**config.mk**
```make
export PLATFORM = sky130hd
export DESIGN_NAME = temp_result_offset_readout
export DESIGN_NICKNAME = d
export VERILOG_FILES = /design/src/temp_result_offset_readout_unused_guard.sv /design/src/temp_readout_pkg.sv /design/src/calc_if.sv /design/src/offset_adder.sv /design/src/limit_cmp.sv /design/src/temp_result_offset_readout.sv
export SDC_FILE = /design/constraint.sdc
export NUM_CORES = 1
export LEC_CHECK = 0
export BUFFER_PORTS_ARGS = -buffer_cell sky130_fd_sc_hd__buf_4
export CAP_MARGIN = 25
export CORE_MARGIN = 2
export CORE_UTILIZATION = 40
export CTS_CLUSTER_SIZE = 10
export DETAILED_ROUTE_END_ITERATION = 12
export GPL_ROUTABILITY_DRIVEN = 0
export PLACE_DENSITY_LB_ADDON = 0.05
export SETUP_SLACK_MARGIN = 0.2
export SYNTH_ARGS = -nofsm -noshare
export SYNTH_HDL_FRONTEND = slang
export SYNTH_SLANG_ARGS = --single-unit
export TNS_END_PERCENT = 5
```
**constraint.sdc**
```tcl
create_clock -name ref_clk -period 10.7 [get_ports ref_clk]
set_clock_uncertainty 0.1 [all_clocks]
set_input_delay 1.605 -clock ref_clk [delete_from_list [all_inputs] [get_ports ref_clk]]
set_output_delay 1.605 -clock ref_clk [all_outputs]
set_load 0.05 [all_outputs]
```
**src/temp_result_offset_readout_unused_guard.sv**
```systemverilog
// holds no logic, only the implicit-net bracket
// assumes nothing of its surroundings
`default_nettype none
`default_nettype wire

```
**src/temp_readout_pkg.sv**
```systemverilog
// constants, register map and state type of the temperature readout block
// assumes one byte-wide register port from the management bus slave
`default_nettype none
package temp_readout_pkg;
    localparam int NUM_CH = 7;
    localparam int NUM_ANALOG = 3;
    // channel order: remote one, local, remote two, cpu zero to three
    localparam logic [NUM_CH-1:0][7:0] OFFSET_ADDR =
        {8'h97, 8'h96, 8'h95, 8'h94, 8'h72, 8'h71, 8'h70};
    localparam logic [NUM_CH-1:0][7:0] VALUE_ADDR =
        {8'hA3, 8'hA2, 8'hA1, 8'h33, 8'h27, 8'h26, 8'h25};
    localparam logic [NUM_CH-1:0][7:0] LOW_ADDR =
        {8'hA8, 8'hA6, 8'hA4, 8'h34, 8'h52, 8'h50, 8'h4E};
    localparam logic [NUM_CH-1:0][7:0] HIGH_ADDR =
        {8'hA9, 8'hA7, 8'hA5, 8'h35, 8'h53, 8'h51, 8'h4F};
    localparam logic [7:0] EXT_RES_ADDR = 8'h77;
    localparam logic [7:0] CONFIG_ADDR = 8'h7C;
    localparam logic [7:0] STATUS_ADDR = 8'hB0;
    localparam logic [7:0] MASK_ADDR = 8'hB1;
    localparam logic [7:0] PIN_CFG_ADDR = 8'hB2;
    localparam int OFFSET_SCALE_BIT = 1;
    localparam int ALERT_EN_BIT = 0;
    localparam int EXT_FIELD_W = 2;
    localparam logic [NUM_CH-1:0][7:0] LOW_RST =
        {8'h81, 8'h81, 8'h81, 8'h81, 8'h81, 8'h81, 8'h81};
    localparam logic [NUM_CH-1:0][7:0] HIGH_RST =
        {8'h00, 8'h00, 8'h00, 8'h00, 8'h7F, 8'h7F, 8'h7F};
    localparam logic [7:0] CONFIG_RST = 8'h00;
    localparam logic [9:0] SAT_POS = 10'h1FF;
    localparam logic [9:0] SAT_NEG = 10'h200;

    typedef struct packed {
        logic [NUM_CH-1:0][7:0] offset;
        logic [NUM_CH-1:0][7:0] high_lim;
        logic [NUM_CH-1:0][7:0] low_lim;
        logic [NUM_CH-1:0][9:0] result;
        logic [NUM_CH-1:0][9:0] pending;
        logic [NUM_CH-1:0] pend_valid;
        logic [NUM_CH-1:0] status;
        logic [NUM_CH-1:0] mask;
        logic [NUM_CH-1:0] seen;
        logic [7:0] config_reg;
        logic alert_en;
        logic freeze;
        logic [7:0] rdata;
        logic alert_drive;
    } readout_state_t;

    localparam readout_state_t STATE_RST = '{
        offset: '0, high_lim: HIGH_RST, low_lim: LOW_RST,
        result: '0, pending: '0, pend_valid: '0, status: '0,
        mask: '0, seen: '0, config_reg: CONFIG_RST, alert_en: 1'b0,
        freeze: 1'b0, rdata: 8'h00, alert_drive: 1'b0};
endpackage
`default_nettype wire

```
**src/calc_if.sv**
```systemverilog
// carries one measurement through offset correction and limit check
// assumes the core drives inputs and reads back sum and flag in one cycle
`default_nettype none
interface calc_if;
    logic [9:0] meas;
    logic [7:0] offset;
    logic half_step;
    logic [9:0] sum;
    logic [7:0] high_lim;
    logic [7:0] low_lim;
    logic beyond;
    modport core (output meas, offset, half_step, high_lim, low_lim,
                  input sum, beyond);
    modport adder (input meas, offset, half_step, output sum);
    modport cmp (input sum, high_lim, low_lim, output beyond);
endinterface
`default_nettype wire

```
**src/offset_adder.sv**
```systemverilog
// signed offset correction of a quarter-degree reading, saturating
// assumes meas and offset are two's complement
`default_nettype none
module offset_adder (
    calc_if.adder c
);
    import temp_readout_pkg::*;
    logic [11:0] scaled;
    logic [11:0] wide;

    always_comb begin
        // half-degree step doubles, whole-degree step quadruples
        // half-degree offset span
        if (c.half_step) begin
            scaled = {{3{c.offset[7]}}, c.offset, 1'b0};
        end else begin
            scaled = {{2{c.offset[7]}}, c.offset, 2'b00};
        end
        wide = scaled + {{2{c.meas[9]}}, c.meas};
        if (wide[11:9] == 3'h0 || wide[11:9] == 3'h7) begin
            c.sum = wide[9:0];
        end else if (wide[11]) begin
            c.sum = SAT_NEG;
        end else begin
            c.sum = SAT_POS;
        end
    end
endmodule
`default_nettype wire

```
**src/limit_cmp.sv**
```systemverilog
// window comparison of the whole-degree part against two limits
// assumes signed 8-bit limits
`default_nettype none
module limit_cmp (
    calc_if.cmp c
);
    logic signed [7:0] whole;

    assign whole = c.sum[9:2];
    // above high, at or below low
    assign c.beyond = (whole > $signed(c.high_lim)) ||
                      (whole <= $signed(c.low_lim));
endmodule
`default_nettype wire

```
**src/temp_result_offset_readout.sv**
```systemverilog
// temperature result post-processing, limit check and readout registers
// assumes a bus slave turning host cycles into one-cycle read/write strobes
`default_nettype none
module temp_result_offset_readout (
    // clock and reset
    input wire logic ref_clk,
    input wire logic resetn,
    // register port
    input wire logic [7:0] reg_addr,
    input wire logic [7:0] reg_wdata,
    input wire logic reg_wr,
    input wire logic reg_rd,
    output var logic [7:0] reg_rdata,
    // measurements
    input wire logic meas_valid,
    input wire logic [2:0] meas_chan,
    input wire logic [9:0] meas_value,
    // alert pin, pulled low while high
    output var logic alert_drive
);
    import temp_readout_pkg::*;

    readout_state_t st_q;
    readout_state_t st_d;
    logic [7:0] rd_word;
    logic [7:0] ext_word;
    logic chan_ok;
    logic [2:0] idx;
    logic ext_read;
    logic half_ref;
    logic [11:0] ref_wide;
    logic [9:0] ref_sum;

    calc_if calc ();

    offset_adder u_adder (
        .c(calc)
    );

    limit_cmp u_cmp (
        .c(calc)
    );

    assign chan_ok = (meas_chan < 3'(NUM_CH));
    assign idx = chan_ok ? meas_chan : 3'h0;
    assign ext_read = reg_rd && (reg_addr == EXT_RES_ADDR);

    assign calc.meas = meas_value;
    assign calc.offset = st_q.offset[idx];
    assign calc.half_step = (idx < 3'(NUM_ANALOG)) &&
                            !st_q.config_reg[OFFSET_SCALE_BIT];
    assign calc.high_lim = st_q.high_lim[idx];
    assign calc.low_lim = st_q.low_lim[idx];

    always_comb begin
        st_d = st_q;
        rd_word = 8'h00;
        ext_word = 8'h00;
        // low bits packed per analog channel
        for (int i = 0; i < NUM_ANALOG; i++) begin
            ext_word[EXT_FIELD_W*i +: EXT_FIELD_W] = st_q.result[i][1:0];
        end
        // read mux
        for (int i = 0; i < NUM_CH; i++) begin
            if (reg_addr == VALUE_ADDR[i]) begin
                rd_word = st_q.result[i][9:2];
            end
            if (reg_addr == OFFSET_ADDR[i]) begin
                rd_word = st_q.offset[i];
            end
            if (reg_addr == HIGH_ADDR[i]) begin
                rd_word = st_q.high_lim[i];
            end
            if (reg_addr == LOW_ADDR[i]) begin
                rd_word = st_q.low_lim[i];
            end
        end
        if (reg_addr == EXT_RES_ADDR) begin
            rd_word = ext_word;
        end
        if (reg_addr == CONFIG_ADDR) begin
            rd_word = st_q.config_reg;
        end
        if (reg_addr == STATUS_ADDR) begin
            rd_word = {1'b0, st_q.status};
        end
        if (reg_addr == MASK_ADDR) begin
            rd_word = {1'b0, st_q.mask};
        end
        if (reg_addr == PIN_CFG_ADDR) begin
            rd_word = {7'h00, st_q.alert_en};
        end
        if (reg_rd) begin
            st_d.rdata = rd_word;
        end
        // register writes
        if (reg_wr) begin
            for (int i = 0; i < NUM_CH; i++) begin
                if (reg_addr == OFFSET_ADDR[i]) begin
                    st_d.offset[i] = reg_wdata;
                end
                if (reg_addr == HIGH_ADDR[i]) begin
                    st_d.high_lim[i] = reg_wdata;
                end
                if (reg_addr == LOW_ADDR[i]) begin
                    st_d.low_lim[i] = reg_wdata;
                end
            end
            if (reg_addr == CONFIG_ADDR) begin
                st_d.config_reg = reg_wdata;
            end
            if (reg_addr == MASK_ADDR) begin
                st_d.mask = reg_wdata[NUM_CH-1:0];
            end
            if (reg_addr == PIN_CFG_ADDR) begin
                st_d.alert_en = reg_wdata[ALERT_EN_BIT];
            end
        end
        if (ext_read) begin
            st_d.freeze = 1'b1;
            st_d.seen = '0;
        end else if (reg_rd && st_q.freeze) begin
            // reads tick off values; the read completing the set releases and applies held results
            for (int i = 0; i < NUM_CH; i++) begin
                if (reg_addr == VALUE_ADDR[i]) begin
                    st_d.seen[i] = 1'b1;
                end
            end
            if (&st_d.seen) begin
                st_d.freeze = 1'b0;
                for (int i = 0; i < NUM_CH; i++) begin
                    if (st_q.pend_valid[i]) begin
                        st_d.result[i] = st_q.pending[i];
                    end
                end
                st_d.pend_valid = '0;
            end
        end
        if (meas_valid && chan_ok) begin
            st_d.status[idx] = calc.beyond;
            if (st_d.freeze) begin
                st_d.pending[idx] = calc.sum;
                st_d.pend_valid[idx] = 1'b1;
            end else begin
                st_d.result[idx] = calc.sum;
            end
        end
        st_d.alert_drive = st_d.alert_en && |(st_d.status & ~st_d.mask);
    end

    always_ff @(posedge ref_clk or negedge resetn) begin
        if (!resetn) begin
            st_q <= STATE_RST;
        end else begin
            st_q <= st_d;
        end
    end

    assign reg_rdata = st_q.rdata;
    assign alert_drive = st_q.alert_drive;

    // reference correction for checking
    assign half_ref = (meas_chan < 3'(NUM_ANALOG)) &&
                      !st_q.config_reg[OFFSET_SCALE_BIT];
    assign ref_wide = $signed({{2{meas_value[9]}}, meas_value}) +
                      $signed({{4{calc.offset[7]}}, calc.offset}) *
                      (half_ref ? 12'sd2 : 12'sd4);
    assign ref_sum = ($signed(ref_wide) > 12'sd511) ? SAT_POS :
                     ($signed(ref_wide) < -12'sd512) ? SAT_NEG :
                     ref_wide[9:0];
endmodule
`default_nettype wire

```
==> metrics.cfg, run 1 <==
[timing]
worstMarginPinSlew_ps = 1077
setup_viol = 0
fmax_ghz = 0.1254
rsz0062_at_grt = false
final.setup.tns_ps = 0
maxSlewViolCount = 0
holdWs_ps = 377.0
fin_crit_sh_pct = 74.56
finalCriticalPeriod_ps = 7977
layout_setup_ws_ps = 2723
hold_viol = 0
max_slew_margin_pct = 28.18

[outcome]
outcome = finished clean

[critical_path]
worst_setup_path_end_kind = flop
crit_path_start_kind = primary input
crit-reg2reg-capture = alert_drive
path_class = primary input to flop
r2r_cells = 22
worstPathArrival_ps = 8310
r2r_slack_ps = 3910
worst_ep_required_time_ps = 11030
timing.rr.start = st_q[300]
worstPathMaxFanout = 57

[min_path]
min_to = st_q[46]
hold_start = st_q[46]
hp-class = flop to flop
hold_depth = 1

[global_routing]
track_usage_pct = 31.90
grt_antenna_before_repair = 1
grt_max_degree = 90
grt_pass1_vias = 14060
grt_pass1_wl_um = 106900
grt.overflow.total = 0

[cells_and_area]
nets = 1744
multi_input_area_um2 = 9119
most-common-layout-cells = dfrtp_1, mux2_2, mux2i_1
seq_area_um2 = 8527
layout_commonest_cell = dfrtp_1
fill_cells = 4323
layout-drive-gt1-share_pct = 23.60
stdcell_area_um2 = 20430
diodes = 0
area_growth_pct = 11.45

[routing]
drc = 0
ant_nets = 0
wire_per_inst_um = 32.59
vias = 14780
drt_iter0_drc = 1968
dr.pass1.iters = 9
routed_via_density = 6.383
routed_wl_um = 75470

[cts]
cts_tree = yes
cts_buffer_depth = 3
cts.sinks = 339
cts-root-buf = clkbuf_16
cts_resized = 0
clock_latency_ps = 590
h-tree-depth = 2
post-cts-setup-buffers = 0
clk_pin_slew_worst_paths_ps = 50
holdBufCountCts = 0
cts_buffers = 42

[pwr]
p_per_area_nw_per_um2 = 177.7
leakage_nw = 9.822
vdd_drop_max_uv = 127.9
total_power_w = 0.003631

[yosys]
synth_nets = 1761
synth-main-ff-cell = dfrtp_1
synthSimpleGateAreaFrac_pct = 12.14
ys_ff_latch = 339
syn_area_um2 = 18330
synth_edf_count = 0
synth-warning-count = 0
synth_area_per_cell_um2 = 10.78
synth_compound_area_share_pct = 13.74
yosysSeqAreaShare_pct = 46.52
synth_top_family_by_area = multiplexers
synth-async-reset-ratio_pct = 100.0
synth_xor_area_share_pct = 0.2389
synthCells = 1701
muxShareOfSynthArea_pct = 21.12
yosysUniqueCellTypes = 83
synthAdderAreaFrac_pct = 2.307

[die]
start_util_pct = 40.48
die_y_um = 218.1
die_area_um2 = 47560
rows = 78
core_area_um2 = 45280
io_pins = 43
fp.dieW_um = 218.1

[placement]
hpwl_um = 54830
post_dp_cell_area_um2 = 19090
pre_cts_ws_ps = 2339
io_buffers = 42

[run]
drv_cap = 0

[per-layer routing]
layer	vias up	share of wire [%]	global-route usage, %
li1	6224	-	-
met1	7504	42	43.70
met2	856	44	48.65
met3	198	8.3	6.695
met4	0	5.1	14.13
met5	-	0	0
[cell families after synthesis]
kind of cell	after synthesis
buffers and inverters	166
xor gates and xnor gates	5
AOI/OAI and AO/OA	371
adders and majority gates	35
and+or+nand+nor	430
DFF	339
muxes	355
[critical path: stages]
cell	delay (ps)
buf_4	480
or2_2	270
o21a_1	730
nor2_1	80
nor2_1	170
nand2_1	70
o211ai_1	150
ha_1	310
nor2b_1	160
o31a_1	250
o21ai_0	250
a21oi_1	120
xnor2_1	770
maj3_1	670
inv_1	190
ha_1	360
o21ai_0	100
a221oi_1	290
o21ai_0	130
a211oi_1	350
buf_4	290
a21o_1	160
a2bb2oi_1	170
a41oi_1	130
[where the power goes]
| group | total, W | internal, W | switching, W |
|---|---|---|---|
| logic | 0.000557 | 0.000222 | 0.000335 |
| registers | 0.00169 | 0.00146 | 0.000224 |
| clock network | 0.00139 | 0.000816 | 0.000572 |
[cells in the mapped netlist (all sizes together) (13+ instances only)]
| library cell | n | area, um^2 |
|---|---|---|
| a21o | 13 | 97.59 |
| nor3 | 20 | 110.1 |
| nand2 | 130 | 510.5 |
| inv | 33 | 123.9 |
| mux2i | 146 | 1461 |
| dfstp | 35 | 919.6 |
| ha | 25 | 312.8 |
| o22ai | 13 | 95.09 |
| a21oi | 72 | 360.4 |
| o21ai | 84 | 420.4 |
| a221oi | 14 | 122.6 |
| nor2b | 23 | 143.9 |
| nand3 | 19 | 95.09 |
| dfrtp | 304 | 7607 |
| o221ai | 18 | 157.7 |
| mux2 | 205 | 2320 |
| nor3b | 14 | 105.1 |
| a211oi | 23 | 172.7 |
| clkbuf | 88 | 331.6 |
| and2 | 17 | 106.4 |
| buf | 43 | 260.3 |
| a22oi | 59 | 442.9 |
| nor2 | 132 | 508.0 |
[area by class of cell]
type                    count  share of cell area [%]
multi-input cells        1196                   44.63
flip-flops and latches    339                   41.74
clock buffers              70                   5.904
well taps                 600                   3.675
repair buffers             70                   2.921
inverters                  35                  0.6431
clock inverters             6                  0.4838
[through the flow]
step	utilization, %	instances
finish	45.11	2316
global route	45.11	2316
CTS	45.03	2314
detailed placement	42.15	2238
global placement	42.03	2236
floorplan	-	1701
[worst max path at each step]
stage                             end         start  cells after the start  slack, ps
after floorplan           alert_drive  meas_chan[1]                     25       3650
after global placement    alert_drive  meas_chan[0]                     24       2500
after global routing      alert_drive  meas_chan[1]                     25       2370
after detailed placement  alert_drive  meas_chan[2]                     23       2340
after CTS                 alert_drive  meas_chan[2]                     23       2910
final                     alert_drive  meas_chan[2]                     24       2720
(Power assumes the default switching activity.)
==> inputs of run 2 (changes only) <==
==> constraint.sdc (replaced) <==
create_clock -name ref_clk -period 8.25 [get_ports ref_clk]
set_clock_uncertainty 0.1 [all_clocks]
set_input_delay 1.2375 -clock ref_clk [delete_from_list [all_inputs] [get_ports ref_clk]]
set_output_delay 1.2375 -clock ref_clk [all_outputs]
set_load 0.05 [all_outputs]
==> run 2 against run 1 <==
Sequential share of layout area up 0.15 points. Largest power group unchanged. Routed wire length down 1.4%. Final area down 0.37%. Die area unchanged. Final cell count up 0.22%. Critical path depth unchanged. Clock-buffer cell count up 2. Clock power up 23%. Via count down 0.98%. Combinational power up 34%. Hold slack worse by 2.9 ps.
==> metrics.cfg, run 2 (synthesis results as in run 1) <==
[timing]
rsz0062_at_grt = false
maxSlewViolCount = 0  ; unchanged
finalCriticalPeriod_ps = 7248
final.setup.tns_ps = 0  ; unchanged
hold_viol = 0  ; unchanged
fmax_ghz = 0.1380
fin_crit_sh_pct = 87.85
max_slew_margin_pct = 31.28  ; +3.1 points
worstMarginPinSlew_ps = 1005  ; -72.38 ps
layout_setup_ws_ps = 1002  ; -1720 ps
setup_viol = 0  ; unchanged

[critical_path]
slowest_stage = a222oi_1
path_common_cell = buf_4
endpoint = alert_drive
r2r_cells = 23  ; +4.5%
worst_ep_required_time_ps = 8570  ; -2460 ps
worstPathMaxFanout = 57  ; unchanged
path_class = primary input to flop
worst_setup_path_end_kind = flop
path_delay_family = compound AO/OA/AOI/OAI gates
cp.depth = 24  ; unchanged
critPathLaunch = meas_chan[2]
worstPathArrival_ps = 7570  ; -740 ps
crit_chain = buf_4 > mux2_2 > mux4_2 > a222oi_1 > inv_1 > ha_1 > a211oi_1 > o21ai_0 > a31oi_1 > nor2b_1 > o22a_1 > clkinv_1 > buf_4 > maj3_1 > inv_1 > ha_1 > nand3_1 > o21ai_0 > a21oi_1 > a211oi_1 > buf_4 > a21o_1 > a2bb2oi_1 > a41oi_1
r2r_slack_ps = 1840  ; -2070 ps
timing.rr.start = st_q[300]
crit_path_max_incr_delay_ps = 540  ; -230 ps
crit_path_start_kind = primary input
crit-reg2reg-capture = alert_drive
crit_buf_inv = 6  ; +3

[routing]
routed_via_density = 6.306  ; -1.2%
wire_per_inst_um = 32.07  ; -1.6%
routed_wl_um = 74420  ; -1.4%
drc = 0  ; unchanged
ant_nets = 0  ; unchanged
vias = 14640  ; -0.98%
drt_iter0_drc = 1960  ; -0.41%
dr.pass1.iters = 9  ; unchanged

[cts]
clk_pin_slew_worst_paths_ps = 50  ; about the same
cts.sinks = 339  ; unchanged
post-cts-setup-buffers = 0  ; unchanged
clock_latency_ps = 570  ; -20 ps
cts-root-buf = clkbuf_16
h-tree-depth = 2  ; unchanged
cts_buffer_depth = 3  ; unchanged
cts_resized = 0  ; unchanged
cts_tree = yes
cts_buffers = 41  ; -2.4%
holdBufCountCts = 0  ; unchanged

[cells_and_area]
instances_no_fill = 2321  ; +0.22%
most-common-layout-cells = dfrtp_1, mux2_2, mux2i_1
area_growth_pct = 11.04
nets = 1749  ; +0.29%
layout-drive-gt1-share_pct = 23.56  ; -0.041 points
layout_commonest_cell = dfrtp_1

[outcome]
outcome = finished clean

[pwr]
combinationalPowerShare_pct = 16.2  ; +0.9 points
clkPwrFrac_pct = 36.8  ; -1.4 points
p_per_area_nw_per_um2 = 228.0  ; +28%
intPower_w = 0.003196  ; +28%
swShare_pct = 31.12  ; -0.038 points
pwr-share-seq_pct = 47.0  ; +0.6 points
vdd_drop_max_uv = 138.2  ; +8.0%
p_switching_w = 0.001444  ; +28%
leakage_nw = 9.792  ; -0.31%

[die]
die_y_um = 218.1  ; unchanged
rows = 78  ; unchanged
fp.dieW_um = 218.1  ; unchanged
die_area_um2 = 47560  ; unchanged
start_util_pct = 40.48  ; unchanged
core_area_um2 = 45280  ; unchanged
io_pins = 43  ; unchanged

[placement]
pre_cts_ws_ps = 544.8  ; -1794 ps
hpwl_um = 53920  ; -1.6%
io_buffers = 42  ; unchanged
placedCellCount = 2244  ; +0.27%

[run]
drv_cap = 0  ; unchanged

[global_routing]
grt_pass1_vias = 14210  ; +1.0%
grt_antenna_before_repair = 1  ; unchanged
track_usage_pct = 31.48  ; -0.43 points
grt_pass1_wl_um = 106200  ; -0.65%
grt_max_degree = 74  ; -18%
grt.overflow.total = 0  ; unchanged

[min_path]
hp-class = flop to flop

==> run 2: final cells by class <==
type	count	area [um^2]
antenna	2	5.005
clock buffer	72	1192
clock inverter	1	30.03
fill	4348	24930
inverter	35	131.4
multi-input combinational	1196	9117
sequential	339	8527
tap	600	750.7
timing repair buffer	76	600.6
==> run 2: power groups by stage <==
stage | Clock (W) | Sequential [W] | Combinational [W]
2_1_floorplan | 0 | 0.00202 | 0.000496
3_3_place_gp | 0 | 0.00219 | 0.000729
3_5_place_dp | 0 | 0.00220 | 0.000743
4_1_cts | 0.00175 | 0.00217 | 0.000745
5_1_grt | 0.00180 | 0.00219 | 0.000824
6_report | 0.00171 | 0.00218 | 0.000749
==> run 2: worst reg2reg max path, cell delays in order (launching register included) <==
cell and delay, ps:
dfrtp_1 460, mux2_2 290, mux4_2 510, a222oi_1 540, inv_1 90, ha_1 300, a211oi_1 270, o21ai_0 160
a31oi_1 260, nor2b_1 80, o22a_1 360, clkinv_1 100, buf_4 250, maj3_1 450, inv_1 220, ha_1 350
nand3_1 90, o21ai_0 200, a21oi_1 60, a211oi_1 420, buf_4 270, a21o_1 150, a2bb2oi_1 160, a41oi_1 120
==> run 2: through the flow <==
step	util, %	instance area [um^2]	total power (W)	hold slack, ps
3_5_place_dp	42.15	19090	0.002940	367.6
2_1_floorplan	-	18330	0.002512	349.1
6_report	44.95	20350	0.004640	374.1
5_1_grt	44.94	20350	0.004821	399.5
4_1_cts	44.85	20310	0.004663	381.3
3_3_place_gp	42.11	19070	0.002923	360.6
==> run 2: worst min path at each step <==
stage	to	cells past startpoint	start	slack (ps)
floorplan	st_q[46]	1	st_q[46]	350
CTS	flop	2	flop	380
global placement	st_q[46]	1	st_q[46]	360
detailed placement	st_q[46]	1	st_q[46]	370
finish	flop	2	flop	370
global route	st_q[46]	1	st_q[46]	400
==> run 2: metal layers <==
| layer | share of wire [%] | global-route usage, % |
|---|---|---|
| met1 | 43 | 43.73 |
| met2 | 44 | 47.15 |
| met3 | 8.6 | 6.653 |
| met4 | 5.0 | 14.04 |
| met5 | 0 | 0 |
==> inputs of run 3 (changes only) <==
--- a/config.mk
+++ b/config.mk
@@ -7,6 +7,7 @@
 export LEC_CHECK = 0
 export BUFFER_PORTS_ARGS = -buffer_cell sky130_fd_sc_hd__buf_4
 export CAP_MARGIN = 25
+export CORE_ASPECT_RATIO = 0.9
 export CORE_MARGIN = 2
 export CORE_UTILIZATION = 40
 export CTS_CLUSTER_SIZE = 10
@@ -16,5 +17,6 @@
 export SETUP_SLACK_MARGIN = 0.2
 export SYNTH_ARGS = -nofsm -noshare
 export SYNTH_HDL_FRONTEND = slang
+export SYNTH_HIERARCHICAL = 1
 export SYNTH_SLANG_ARGS = --single-unit
 export TNS_END_PERCENT = 5
==> run 3 against run 2 <==
Register-to-register slack improved by 350 ps. Highest routed layer unchanged. Maximum frequency rose by 6.2%. Setup slack better by 420 ps. Clock-buffer cell count is 11 lower. Routed wire length decreased by 1.2%. Non-clock buffer count decreased by 5. Synthesized cell count is 5.9% lower. Total power shrank 0.10%. Global-route usage shrank 1.1 points.
==> metrics.cfg, run 3 <==
[global_routing]
grt_pass1_vias = 13910  ; -2.1%
grt_max_degree = 156  ; +110%
grt_antenna_before_repair = 4  ; +3
grt_pass1_wl_um = 105400  ; -0.73%
track_usage_pct = 30.39  ; -1.1 points
grt.overflow.total = 0  ; unchanged

[critical_path]
worst_setup_path_end_kind = flop
worst_ep_required_time_ps = 8590  ; +20 ps
path_common_cell = buf_4
worstPathMaxFanout = 22  ; -61%
crit_path_start_kind = primary input
path_delay_family = compound AO/OA/AOI/OAI gates
crit_buf_inv = 3  ; -3
slowest_stage = o21a_1
crit_chain = buf_4 > nand2_1 > xnor2_1 > nor2_1 > mux2_2 > ha_1 > a21oi_1 > o221ai_1 > buf_4 > a31o_4 > maj3_2 > o21a_1 > ha_1 > nand2_1 > a21oi_1 > o21ai_0 > o221ai_1 > buf_4 > mux2_2 > nor2b_1 > a221oi_1 > a21boi_0
timing.rr.start = st_q[12]
crit_path_max_incr_delay_ps = 710  ; +170 ps
worstPathArrival_ps = 7170  ; -400 ps
path_class = primary input to flop
critPathLaunch = meas_chan[0]

[cells_and_area]
fill_cells = 4392  ; +1.0%
layout-drive-gt1-share_pct = 36.68  ; +13 points
nets = 1660  ; -5.1%
layout_commonest_cell = mux2_2
area_growth_pct = 10.85
most-common-layout-cells = mux2_2, dfrtp_1, nand2_1
instances_no_fill = 2240  ; -3.5%

[die]
core_area_um2 = 46540  ; +2.8%
die_area_um2 = 48880  ; +2.8%
rows = 75  ; -3.8%
start_util_pct = 40.50  ; about the same
die_y_um = 209.9  ; -3.7%
fp.dieW_um = 232.8  ; +6.8%
io_pins = 43  ; unchanged

[placement]
hpwl_um = 52930  ; -1.8%
io_buffers = 42  ; unchanged
placedCellCount = 2171  ; -3.3%

[yosys]
yosysMostFrequentCell = mux2_2
ys_ff_latch = 339  ; unchanged
netlist.area_leader.share_pct = 40.36  ; -1.1 points
yosys-top-cells-area = dfrtp_1, mux2_2, dfstp_2, mux2i_1, nand2_1
synth-main-ff-cell = dfrtp_1
syn_area_um2 = 18850  ; +2.8%
synth-warning-count = 6  ; +6
synth_area_per_cell_um2 = 11.78  ; +9.3%
yosys-top-cells-count = mux2_2, dfrtp_1, nand2_1
synthCells = 1600  ; -5.9%
yosysSeqAreaShare_pct = 45.24  ; -1.3 points
yosysTopAreaCell = dfrtp_1
yosysUniqueCellTypes = 94  ; +13%
synth_nets = 1660  ; -5.7%
synth_edf_count = 0  ; unchanged
synth-async-reset-ratio_pct = 100.0  ; unchanged

[routing]
drc = 0  ; unchanged
wire_per_inst_um = 32.83  ; +2.4%
ant_nets = 0  ; unchanged
routed_wl_um = 73530  ; -1.2%
vias = 14280  ; -2.4%
routed_via_density = 6.377  ; +1.1%
drt_iter0_drc = 1754  ; -11%
dr.pass1.iters = 6  ; -3

[timing]
worstMarginPinSlew_ps = 1034  ; +29.50 ps
fin_crit_sh_pct = 82.74  ; -5.1 points
max_slew_margin_pct = 30.41  ; -0.87 points
setup_viol = 0  ; unchanged
hold_viol = 0  ; unchanged
finalCriticalPeriod_ps = 6826  ; -421.8 ps
rsz0062_at_grt = false
final.setup.tns_ps = 0  ; unchanged
maxSlewViolCount = 0  ; unchanged
fmax_ghz = 0.1465  ; +6.2%

[min_path]
hp-class = flop to flop

[cts]
cts_tree = yes
cts_resized = 0  ; unchanged
cts-root-buf = clkbuf_16
holdBufCountCts = 0  ; unchanged
clock_latency_ps = 570  ; about the same
cts.sinks = 339  ; unchanged
clk_pin_slew_worst_paths_ps = 60  ; about the same
h-tree-depth = 2  ; unchanged
cts_buffer_depth = 3  ; unchanged
post-cts-setup-buffers = 0  ; unchanged
cts_buffers = 41  ; unchanged

[outcome]
outcome = finished clean

[run]
drv_cap = 0  ; unchanged

[pwr]
total_power_w = 0.004635  ; -0.10%
leakage_nw = 9.388  ; -4.1%
vdd_drop_max_uv = 148.3  ; +7.3%
p_per_area_nw_per_um2 = 221.8  ; -2.7%

run 3: stage by stage:
step | hold slack (ps) | utilization [%] | setup slack, ps | area (um^2)
after global routing | 410.2 | 44.88 | 1040 | 20890
after global placement | 382.6 | 42.31 | 1102 | 19700
final | 399.9 | 44.89 | 1424 | 20890
after floorplan | 356.0 | - | 1517 | 18850
after CTS | 405.0 | 44.80 | 1441 | 20850
after detailed placement | 391.6 | 42.31 | 874.9 | 19700
run 3: kinds of logic (layout without fill, tap and decap cells):
| kind of cell | after synthesis | count (layout) | synth area share, % |
|---|---|---|---|
| other | 0 | 2 | 0 |
| XOR/XNOR | 6 | 6 | 0.2788 |
| flip-flops | 339 | 339 | 45.24 |
| adder cells (fa/ha/maj) | 39 | 39 | 2.503 |
| buffers and inverters | 152 | 174 | 3.511 |
| multiplexers | 460 | 460 | 27.84 |
| AO/OA/AOI/OAI | 288 | 288 | 11.25 |
| AND/OR/NAND/NOR | 316 | 316 | 9.379 |
run 3: cell type report:
type                            count  area (um^2)  area share (%)
Tap cell                          616        770.7           3.689
Multi-Input combinational cell   1109         9717           46.51
Timing Repair Buffer               71        573.1           2.743
Antenna cell                        2        5.005         0.02395
Clock buffer                       61         1131           5.413
Inverter                           38        142.6          0.6827
Sequential cell                   339         8527           40.81
Clock inverter                      4        27.53          0.1317
run 3: final timing paths:
kind / slack [ps] / depth (start not counted) / to
setup / recovery: 1420 / 22 / alert_drive
hold / removal: 400 / 1 / flop
setup reg to reg: 2190 / 19 / alert_drive
hold reg to reg: 400 / 1 / flop
max in group asynchronous: 5950 / 2 / async pin
min in group asynchronous: 660 / 1 / st_q[275]
run 3: power by group:
part	switching [W]	internal, W
clock network	0.000718	0.000939
logic	0.000419	0.000385
registers	0.000280	0.00189
total	0.00142	0.00322
run 3: layer usage:
metal | wire length [um] | global-route usage, %
met2 | 31840 | 44.91
met3 | 7055 | 8.753
met4 | 2820 | 11.03
met1 | 31820 | 42.35
met5 | 0 | 0
